`src/hdl/bscan_consts.vh`:
```
`ifndef BSCAN_CONSTS_VH
`define BSCAN_CONSTS_VH

// ==========================================================
// boundary chain layout
`define BSR_LEN         162
`define TX_HI_BASE      0
`define TX_LO_BASE      122
`define TX_CELLS        5
`define RX_BASE         30
`define RX_CELLS        3
`define LCD_BASE        54
`define CB_PARITY_CELL  70
`define CB_CLAV3_CELL   71
`define CB_CLAV2_CELL   72
`define CB_CLAV_CTRL    73
`define CB_CLAV1_CELL   74
`define CB_CLAV0_CTRL   75
`define CB_CLAV0_CELL   76
`define CB_PS_CTRL      77
`define CB_SOC_CELL     78
`define CB_BYTE_BASE    79
`define CB_BYTE_CTRL    86
`define CB_BYTE7_CELL   87
`define AUX_BASE        88
`define AUX_LEN         34
`define SHARED_CTRL     161

// ==========================================================
// instruction codes
`define INS_EXTEST      3'h0
`define INS_IDCODE      3'h1
`define INS_SAMPLE      3'h2
`define INS_CLAMP       3'h3
`define INS_HIGHZ       3'h4
`define INS_BYPASS      3'h7

// ==========================================================
// identification value; field values are arbitrary
`define ID_VERSION      4'h1
`define ID_PART         16'hB5C3
`define ID_MAKER        11'h2D6
`define ID_VALUE        {`ID_VERSION, `ID_PART, `ID_MAKER, 1'b1}

`endif

```
`src/hdl/boundary_scan_test_registers.v`:
```
`timescale 1ns/1ps
`default_nettype none
`include "bscan_consts.vh"

// What this block does
// RL1: one-bit bypass stage links serial in to out for bypass, clamp, high-z.
// RL2: boundary chain has shift stages plus separately latched update stages per cell.
// RL3: identification register is a 32-bit shift stage plus 32-bit latch.
// RL4: identification register selected under idcode and in test-logic-reset.
// RL5: cell 0 control enables cell 1 frame pulse output; pairing repeats per port.
// RL6: frame pulse pin has observe cell right after its output cell.
// RL7: transmit serial data output cells are enabled by shared control cell 161.
// RL8: receive frame pulse, clock, data observe cells, per port, descending port order.
// RL9: delineation-lost outputs at cells 54..69 descending, enabled by cell 161.
// RL10: cell bus parity and start-of-cell outputs enabled by control cell 77.
// RL11: cell-available bits 3..1 enabled by cell 73, bit 0 by cell 75.
// RL12: eight cell bus byte outputs share enable of control cell 86.
// RL13: selected register shifts one stage toward serial out per rising test clock.
// RL14: identification value: lsb 1, 11 maker, 16 device, 4 version bits.
// RL15: observe cells capture pin in capture-dr and never drive the pin.
module boundary_scan_test_registers (
    // system
    input  wire        SYS_CLK,
    input  wire        SYS_RST,
    // test link from the tap controller
    input  wire        TEST_CLOCK,
    input  wire        TEST_SERIAL_IN,
    input  wire        TEST_LOGIC_RESET,
    input  wire        TEST_CAPTURE_DR,
    input  wire        TEST_SHIFT_DR,
    input  wire        TEST_UPDATE_DR,
    input  wire [2:0]  TEST_INSTR,
    output reg         TEST_SERIAL_OUT,
    output reg  [31:0] TEST_ID_LATCH,
    // transmit line pins, index is port minus 4
    input  wire [9:0]  TX_FRAME_PULSE_PORT_IN,
    output reg  [9:0]  TX_FRAME_PULSE_PORT_OUT,
    output reg  [9:0]  TX_FRAME_PULSE_PORT_OE_N,
    input  wire [9:0]  TX_LINE_CLOCK_PORT,
    output reg  [9:0]  TX_SERIAL_DATA_PORT_OUT,
    output reg  [9:0]  TX_SERIAL_DATA_PORT_OE_N,
    // receive line pins, index is port minus 8
    input  wire [7:0]  RX_FRAME_PULSE_PORT,
    input  wire [7:0]  RX_LINE_CLOCK_PORT,
    input  wire [7:0]  RX_SERIAL_DATA_PORT,
    output reg  [15:0] RX_DELINEATION_LOST_PORT_OUT,
    output reg  [15:0] RX_DELINEATION_LOST_PORT_OE_N,
    // cell bus pins
    output reg         CELLBUS_RX_PARITY_OUT,
    output reg         CELLBUS_RX_PARITY_OE_N,
    output reg         CELLBUS_RX_START_OF_CELL_OUT,
    output reg         CELLBUS_RX_START_OF_CELL_OE_N,
    output reg  [3:0]  CELLBUS_RX_CELL_AVAIL_OUT,
    output reg  [3:0]  CELLBUS_RX_CELL_AVAIL_OE_N,
    output reg  [7:0]  CELLBUS_RX_BYTE_OUT,
    output reg  [7:0]  CELLBUS_RX_BYTE_OE_N,
    input  wire [33:0] CELLBUS_AUX_IN,
    // core side, system-mode values
    input  wire [9:0]  CORE_TX_FRAME_PULSE,
    input  wire [9:0]  CORE_TX_FRAME_PULSE_OE_N,
    input  wire [9:0]  CORE_TX_SERIAL_DATA,
    input  wire [15:0] CORE_DELINEATION_LOST,
    input  wire        CORE_CELLBUS_PARITY,
    input  wire        CORE_CELLBUS_START_OF_CELL,
    input  wire [3:0]  CORE_CELLBUS_CELL_AVAIL,
    input  wire [7:0]  CORE_CELLBUS_BYTE,
    input  wire        CORE_OUTPUT_OE_N
);

    // ==========================================================
    // input synchronisers
    localparam SW = 87;
    wire [SW-1:0] async_in = {CELLBUS_AUX_IN, RX_SERIAL_DATA_PORT, RX_LINE_CLOCK_PORT,
                              RX_FRAME_PULSE_PORT, TX_LINE_CLOCK_PORT, TX_FRAME_PULSE_PORT_IN,
                              TEST_INSTR, TEST_UPDATE_DR, TEST_SHIFT_DR, TEST_CAPTURE_DR,
                              TEST_LOGIC_RESET, TEST_SERIAL_IN, TEST_CLOCK};
    reg  [SW-1:0] sync1_reg;
    reg  [SW-1:0] sync2_reg;
    reg           tck_d_reg;

    always @(posedge SYS_CLK or posedge SYS_RST) begin
        if (SYS_RST) begin
            sync1_reg <= {SW{1'b0}};
            sync2_reg <= {SW{1'b0}};
            tck_d_reg <= 1'b0;
        end else begin
            sync1_reg <= async_in;
            sync2_reg <= sync1_reg;
            tck_d_reg <= sync2_reg[0];
        end
    end

    wire        tck_s    = sync2_reg[0];
    wire        tdi_s    = sync2_reg[1];
    wire        tlr_s    = sync2_reg[2];
    wire        cap_s    = sync2_reg[3];
    wire        shf_s    = sync2_reg[4];
    wire        upd_s    = sync2_reg[5];
    wire [2:0]  ins_s    = sync2_reg[8:6];
    wire [9:0]  fp_in_s  = sync2_reg[18:9];
    wire [9:0]  tclk_s   = sync2_reg[28:19];
    wire [7:0]  rfp_s    = sync2_reg[36:29];
    wire [7:0]  rclk_s   = sync2_reg[44:37];
    wire [7:0]  rdat_s   = sync2_reg[52:45];
    wire [33:0] aux_s    = sync2_reg[86:53];
    wire        tck_rise = tck_s & ~tck_d_reg;
    wire        tck_fall = ~tck_s & tck_d_reg;

    // ==========================================================
    // register selection and output modes
    wire sel_id  = tlr_s | (ins_s == `INS_IDCODE);                               // [RL4]
    wire sel_bsr = ~tlr_s & ((ins_s == `INS_EXTEST) | (ins_s == `INS_SAMPLE));
    wire sel_byp = ~sel_id & ~sel_bsr;                                           // [RL1]
    wire bs_drive = ~tlr_s & ((ins_s == `INS_EXTEST) | (ins_s == `INS_CLAMP));
    wire bs_highz = ~tlr_s & (ins_s == `INS_HIGHZ);

    // ==========================================================
    // test data registers
    reg [`BSR_LEN-1:0] bsr_reg;
    reg [`BSR_LEN-1:0] upd_reg;
    reg [`BSR_LEN-1:0] cap_next;
    reg [31:0]         id_reg;
    reg                byp_reg;

    // capture values; controls and spare cells keep their update value
    integer i;
    integer c;
    always @* begin
        cap_next = upd_reg;
        c = 0;
        for (i = 0; i < 10; i = i + 1) begin
            c = (i >= 4) ? `TX_HI_BASE + (9 - i) * `TX_CELLS : `TX_LO_BASE + (3 - i) * `TX_CELLS;
            cap_next[c + 1] = CORE_TX_FRAME_PULSE[i];
            cap_next[c + 2] = fp_in_s[i];                                         // [RL6] [RL15]
            cap_next[c + 3] = tclk_s[i];                                          // [RL15]
            cap_next[c + 4] = CORE_TX_SERIAL_DATA[i];
        end
        for (i = 0; i < 8; i = i + 1) begin
            c = `RX_BASE + (7 - i) * `RX_CELLS;
            cap_next[c]     = rfp_s[i];                                           // [RL8] [RL15]
            cap_next[c + 1] = rclk_s[i];                                          // [RL8]
            cap_next[c + 2] = rdat_s[i];                                          // [RL8]
        end
        for (i = 0; i < 16; i = i + 1) begin
            cap_next[`LCD_BASE + 15 - i] = CORE_DELINEATION_LOST[i];
        end
        cap_next[`CB_PARITY_CELL] = CORE_CELLBUS_PARITY;
        cap_next[`CB_SOC_CELL]    = CORE_CELLBUS_START_OF_CELL;
        cap_next[`CB_CLAV3_CELL]  = CORE_CELLBUS_CELL_AVAIL[3];
        cap_next[`CB_CLAV2_CELL]  = CORE_CELLBUS_CELL_AVAIL[2];
        cap_next[`CB_CLAV1_CELL]  = CORE_CELLBUS_CELL_AVAIL[1];
        cap_next[`CB_CLAV0_CELL]  = CORE_CELLBUS_CELL_AVAIL[0];
        for (i = 0; i < 7; i = i + 1) begin
            cap_next[`CB_BYTE_BASE + i] = CORE_CELLBUS_BYTE[i];
        end
        cap_next[`CB_BYTE7_CELL] = CORE_CELLBUS_BYTE[7];
        for (i = 0; i < `AUX_LEN; i = i + 1) begin
            cap_next[`AUX_BASE + i] = aux_s[i];                                   // [RL15]
        end
    end

    always @(posedge SYS_CLK or posedge SYS_RST) begin
        if (SYS_RST) begin
            bsr_reg         <= {`BSR_LEN{1'b0}};
            upd_reg         <= {`BSR_LEN{1'b0}};
            id_reg          <= `ID_VALUE;
            TEST_ID_LATCH   <= `ID_VALUE;
            byp_reg         <= 1'b0;
            TEST_SERIAL_OUT <= 1'b0;
        end else begin
            if (tck_rise) begin
                if (tlr_s) begin
                    id_reg <= `ID_VALUE;                                          // [RL4] [RL14]
                end else if (cap_s) begin
                    if (sel_id)
                        id_reg <= `ID_VALUE;                                      // [RL14]
                    else if (sel_bsr)
                        bsr_reg <= cap_next;
                    else
                        byp_reg <= 1'b0;
                end else if (shf_s) begin
                    if (sel_id)
                        id_reg <= {tdi_s, id_reg[31:1]};                          // [RL3] [RL13]
                    else if (sel_bsr)
                        bsr_reg <= {tdi_s, bsr_reg[`BSR_LEN-1:1]};                // [RL2] [RL13]
                    else
                        byp_reg <= tdi_s;                                         // [RL1] [RL13]
                end
            end
            if (tck_fall && upd_s && !tlr_s) begin
                if (sel_bsr)
                    upd_reg <= bsr_reg;                                           // [RL2]
                if (sel_id)
                    TEST_ID_LATCH <= id_reg;                                      // [RL3]
            end
            TEST_SERIAL_OUT <= sel_id ? id_reg[0] : (sel_bsr ? bsr_reg[0] : byp_reg);
        end
    end

    // ==========================================================
    // pin drive: core values, or update latches under extest/clamp
    wire [9:0]  fp_o;
    wire [9:0]  fp_oe_n;
    wire [9:0]  td_o;
    wire [9:0]  td_oe_n;
    wire [15:0] lcd_o;
    wire [15:0] lcd_oe_n;
    wire [7:0]  byte_o;
    wire [7:0]  byte_oe_n;
    wire [3:0]  clav_o;
    wire [3:0]  clav_oe_n;

    genvar g;
    generate
        for (g = 0; g < 10; g = g + 1) begin : g_tx
            localparam integer B = (g >= 4) ? `TX_HI_BASE + (9 - g) * `TX_CELLS
                                            : `TX_LO_BASE + (3 - g) * `TX_CELLS;
            assign fp_o[g]    = bs_drive ? upd_reg[B + 1] : CORE_TX_FRAME_PULSE[g];
            assign fp_oe_n[g] = bs_highz | (bs_drive ? ~upd_reg[B] : CORE_TX_FRAME_PULSE_OE_N[g]); // [RL5]
            assign td_o[g]    = bs_drive ? upd_reg[B + 4] : CORE_TX_SERIAL_DATA[g];
            assign td_oe_n[g] = bs_highz | (bs_drive ? ~upd_reg[`SHARED_CTRL] : CORE_OUTPUT_OE_N); // [RL7]
        end
        for (g = 0; g < 16; g = g + 1) begin : g_lcd
            assign lcd_o[g]    = bs_drive ? upd_reg[`LCD_BASE + 15 - g] : CORE_DELINEATION_LOST[g];
            assign lcd_oe_n[g] = bs_highz | (bs_drive ? ~upd_reg[`SHARED_CTRL] : CORE_OUTPUT_OE_N); // [RL9]
        end
        for (g = 0; g < 8; g = g + 1) begin : g_byte
            localparam integer B = (g == 7) ? `CB_BYTE7_CELL : `CB_BYTE_BASE + g;
            assign byte_o[g]    = bs_drive ? upd_reg[B] : CORE_CELLBUS_BYTE[g];
            assign byte_oe_n[g] = bs_highz | (bs_drive ? ~upd_reg[`CB_BYTE_CTRL] : CORE_OUTPUT_OE_N); // [RL12]
        end
        for (g = 0; g < 4; g = g + 1) begin : g_clav
            localparam integer B = (g == 3) ? `CB_CLAV3_CELL : (g == 2) ? `CB_CLAV2_CELL :
                                   (g == 1) ? `CB_CLAV1_CELL : `CB_CLAV0_CELL;
            localparam integer K = (g == 0) ? `CB_CLAV0_CTRL : `CB_CLAV_CTRL;
            assign clav_o[g]    = bs_drive ? upd_reg[B] : CORE_CELLBUS_CELL_AVAIL[g];
            assign clav_oe_n[g] = bs_highz | (bs_drive ? ~upd_reg[K] : CORE_OUTPUT_OE_N); // [RL11]
        end
    endgenerate

    wire par_o  = bs_drive ? upd_reg[`CB_PARITY_CELL] : CORE_CELLBUS_PARITY;
    wire soc_o  = bs_drive ? upd_reg[`CB_SOC_CELL] : CORE_CELLBUS_START_OF_CELL;
    wire ps_oen = bs_highz | (bs_drive ? ~upd_reg[`CB_PS_CTRL] : CORE_OUTPUT_OE_N); // [RL10]

    always @(posedge SYS_CLK or posedge SYS_RST) begin
        if (SYS_RST) begin
            TX_FRAME_PULSE_PORT_OUT       <= 10'h000;
            TX_FRAME_PULSE_PORT_OE_N      <= 10'h3FF;
            TX_SERIAL_DATA_PORT_OUT       <= 10'h000;
            TX_SERIAL_DATA_PORT_OE_N      <= 10'h3FF;
            RX_DELINEATION_LOST_PORT_OUT  <= 16'h0000;
            RX_DELINEATION_LOST_PORT_OE_N <= 16'hFFFF;
            CELLBUS_RX_PARITY_OUT         <= 1'b0;
            CELLBUS_RX_PARITY_OE_N        <= 1'b1;
            CELLBUS_RX_START_OF_CELL_OUT  <= 1'b0;
            CELLBUS_RX_START_OF_CELL_OE_N <= 1'b1;
            CELLBUS_RX_CELL_AVAIL_OUT     <= 4'h0;
            CELLBUS_RX_CELL_AVAIL_OE_N    <= 4'hF;
            CELLBUS_RX_BYTE_OUT           <= 8'h00;
            CELLBUS_RX_BYTE_OE_N          <= 8'hFF;
        end else begin
            TX_FRAME_PULSE_PORT_OUT       <= fp_o;
            TX_FRAME_PULSE_PORT_OE_N      <= fp_oe_n;
            TX_SERIAL_DATA_PORT_OUT       <= td_o;
            TX_SERIAL_DATA_PORT_OE_N      <= td_oe_n;
            RX_DELINEATION_LOST_PORT_OUT  <= lcd_o;
            RX_DELINEATION_LOST_PORT_OE_N <= lcd_oe_n;
            CELLBUS_RX_PARITY_OUT         <= par_o;
            CELLBUS_RX_PARITY_OE_N        <= ps_oen;
            CELLBUS_RX_START_OF_CELL_OUT  <= soc_o;
            CELLBUS_RX_START_OF_CELL_OE_N <= ps_oen;
            CELLBUS_RX_CELL_AVAIL_OUT     <= clav_o;
            CELLBUS_RX_CELL_AVAIL_OE_N    <= clav_oe_n;
            CELLBUS_RX_BYTE_OUT           <= byte_o;
            CELLBUS_RX_BYTE_OE_N          <= byte_oe_n;
        end
    end

endmodule // boundary_scan_test_registers

`default_nettype wire

```
`config.mk`:
```
export PLATFORM = sky130hd
export DESIGN_NAME = boundary_scan_test_registers
export DESIGN_NICKNAME = d
export VERILOG_FILES = /design/src/hdl/boundary_scan_test_registers.v
export VERILOG_INCLUDE_DIRS = /design/src /design/src/hdl
export SDC_FILE = /design/constraint.sdc
export NUM_CORES = 1
export LEC_CHECK = 0
export BUFFER_PORTS_ARGS = -buffer_cell sky130_fd_sc_hd__buf_2
export CAP_MARGIN = 20
export CORE_ASPECT_RATIO = 0.7
export CORE_MARGIN = 2
export CORE_UTILIZATION = 31
export CTS_CLUSTER_DIAMETER = 80
export DETAILED_ROUTE_END_ITERATION = 12
export GPL_TIMING_DRIVEN = 0
export SKIP_CTS_REPAIR_TIMING = 1
export SYNTH_ARGS = -nofsm -noshare
export SYNTH_HDL_FRONTEND = slang
export SYNTH_SLANG_ARGS = --single-unit
```
`constraint.sdc`:
```
create_clock -name SYS_CLK -period 24.9 [get_ports SYS_CLK]
set_input_delay 4.98 -clock SYS_CLK [delete_from_list [all_inputs] [get_ports SYS_CLK]]
set_output_delay 4.98 -clock SYS_CLK [all_outputs]
set_load 0.02 [all_outputs]
```
==> out/metrics.csv <==
metric;value;unit
outcome;finished, final reports clean;
first-pass GRT wire length;72.6;mm
commonest non-fill, non-tap cells in the layout;dfrtp_1 (503), buf_2 (340), nor2_1 (182), mux2i_1 (162);
H-Tree Level Count;2;
Mean Syn Cell Area;13.8;sq um
DR WL/cell;17.0;um
filler cell count;6140;
FMAX;0.148;GHz
I/O pins;283;
area growth from synthesis to layout;22.8;%
Power Total;2340;uW
drt pass-1 iters;7;
max cap viols;0;
CTS tree;yes;
GRT overflow;0;
total die area;0.0678;sq mm
WHS Path Cells;0;
P per Cell Area;93.4;mW/mm^2
number of flip-flops under the largest register name;162;
CP Capture Type;output pin;
Worst Tran Pin Value;0.680;ns
initial antenna violation count;6;
Place WS;18.14;ns
kind of critical path;register to output pin;
clk_skew;0.0109;ns
I/O Buffers;282;
Post-DP HPWL;32.4;mm
Placeable Area;0.0649;sq mm
worst skew pair latency;0.59;ns
Iter 0 DRT Violations;570;
synthesized area;0.0204;sq mm
maximum clock insertion buffer count;3;
die width;310;um
Max FO, Critical Path;26;
post-layout min period;6.75;ns
WHS;0.344;ns
Peak VDD IR;41.0;uV
Final Hold Vio Count;0;
Total Wirelength;46.6;mm
Final WS setup;18.15;ns
Synth warnings;0;
vias per cell;4.41;
GRT Total Usage;13.7;%
RSZ-0062 raised after global routing;no;
synthesized net count;1623;
Slew HR;54.7;%
leakage;0.0118;uW
startpoint types;register;
Initial Util;31.4;%
CTS root buffer;clkbuf_16;
Inst Count DP;2639;
HP Class;register to register;
CP arrival;1.77;ns
Final Non-Filler Cells;2743;
vias;12083;
vias in the first global route;12568;
number of CTS-inserted buffers;54;
Reg clk slew, reported paths;0.07;ns
Netlist cell types;32;
share of post-route cells with drive strength above 1;38.5;%
number of placement rows;78;
Setup-failing EPs final;0;
Final #Nets;1965;
post-synthesis register bit count;552;
DR DRC count;0;
post-route ant nets;0;
Tcrit/Tclk final;27.1;%
cells on worst reg2reg path;6;
largest net degree at the start of global routing;137;
Slew Viols, Final;0;
commonest non-fill, non-tap cell in the layout;dfrtp_1;
Die Y;219;um
Synth Instances;1473;
worst endpoint required time;19.92;ns
GPL Wtd Cong;0.750;
TritonCTS Sinks;552;
sequential share of the synthesized area;68.1;%
## logic make-up (layout without fill, tap and decap cells)
family | after synthesis | after routing | synth area share (%)
xor+xnor | 1 | 1 | 0.0430
simple gates | 254 | 254 | 4.97
compound gates | 216 | 216 | 5.72
buf+inv | 121 | 508 | 3.98
flops | 552 | 552 | 68.1
other cells | 0 | 3 | 0
mux | 329 | 329 | 17.2
## synthesized netlist by cell type
library cell	instances	area, sq um
a21oi_1	156	781
a21oi_2	8	70.1
buf_2	58	290
buf_4	42	315
buf_6	17	191
clkbuf_1	3	11.3
dfrtp_1	503	12600
dfstp_2	49	1290
inv_1	1	3.75
mux2_1	11	124
mux2_2	156	1760
mux2i_1	162	1620
nand2_1	58	218
nand2b_1	1	6.26
nand3b_1	1	7.51
nand4_1	1	6.26
nand4b_1	1	8.76
nor2_1	182	683
nor2_2	1	6.26
nor2b_1	4	25.0
nor3_1	1	5.00
nor3_4	1	16.3
nor3b_4	1	18.8
nor4_1	1	6.26
o211a_1	1	10.0
o211ai_1	10	75.1
o21ai_0	30	150
o21ai_1	9	45.0
o221ai_1	1	8.76
o221ai_4	1	26.3
or2_0	1	6.26
xnor2_1	1	8.76
## cell type report
type	instances	area [sq um]	area share, %
diodes	3	7.51	0.0300
plain buffers	120	808	3.23
clock buffers	68	1510	6.02
clock inverters	33	494	1.98
inverters	1	11.3	0.0450
multi-input cells	800	5690	22.7
flip-flops and latches	552	13900	55.5
well taps	880	1100	4.40
repair buffers	286	1520	6.08
## worst paths after layout
kind	from	to	slack, ns
max	RX_DELINEATION_LOST_PORT_OE_N[0]	RX_DELINEATION_LOST_PORT_OE_N[10]	18.15
min	sync1_reg[29]	sync2_reg[29]	0.34
max reg2reg	sync2_reg[0]	bsr_reg[33]	22.81
min reg2reg	sync1_reg[29]	sync2_reg[29]	0.34
max in group asynchronous	SYS_RST	sync1_reg[26]	18.84
min in group asynchronous	SYS_RST	sync2_reg[29]	4.44
## report_power, final
group	switching, uW	leakage, uW	internal [uW]
registers	92.2	0.00644	1050
logic	148	0.00436	137
clock network	360	0.000966	546
## critical path, cell delays in order, from the launching register on
cell and delay [ns]:
dfstp_2 0.83, buf_4 0.19, buf_2 0.15
## metrics by stage
step / util (%) / TNS (ns) / instance area, sq um
floorplan: - / 0 / 20400
global placement: 35.3 / -359.54 / 22900
detailed placement: 35.5 / 0 / 23000
CTS: 38.5 / 0 / 25000
global route: 38.5 / 0 / 25000
finish: 38.5 / 0 / 25000
## metal layers
layer	track usage (%)	part of all wire, %
met4	3.35	1.8
met3	3.50	6.4
met1	19.5	48
met5	0	0.054
met2	20.9	44
(Power assumes the default switching activity.)
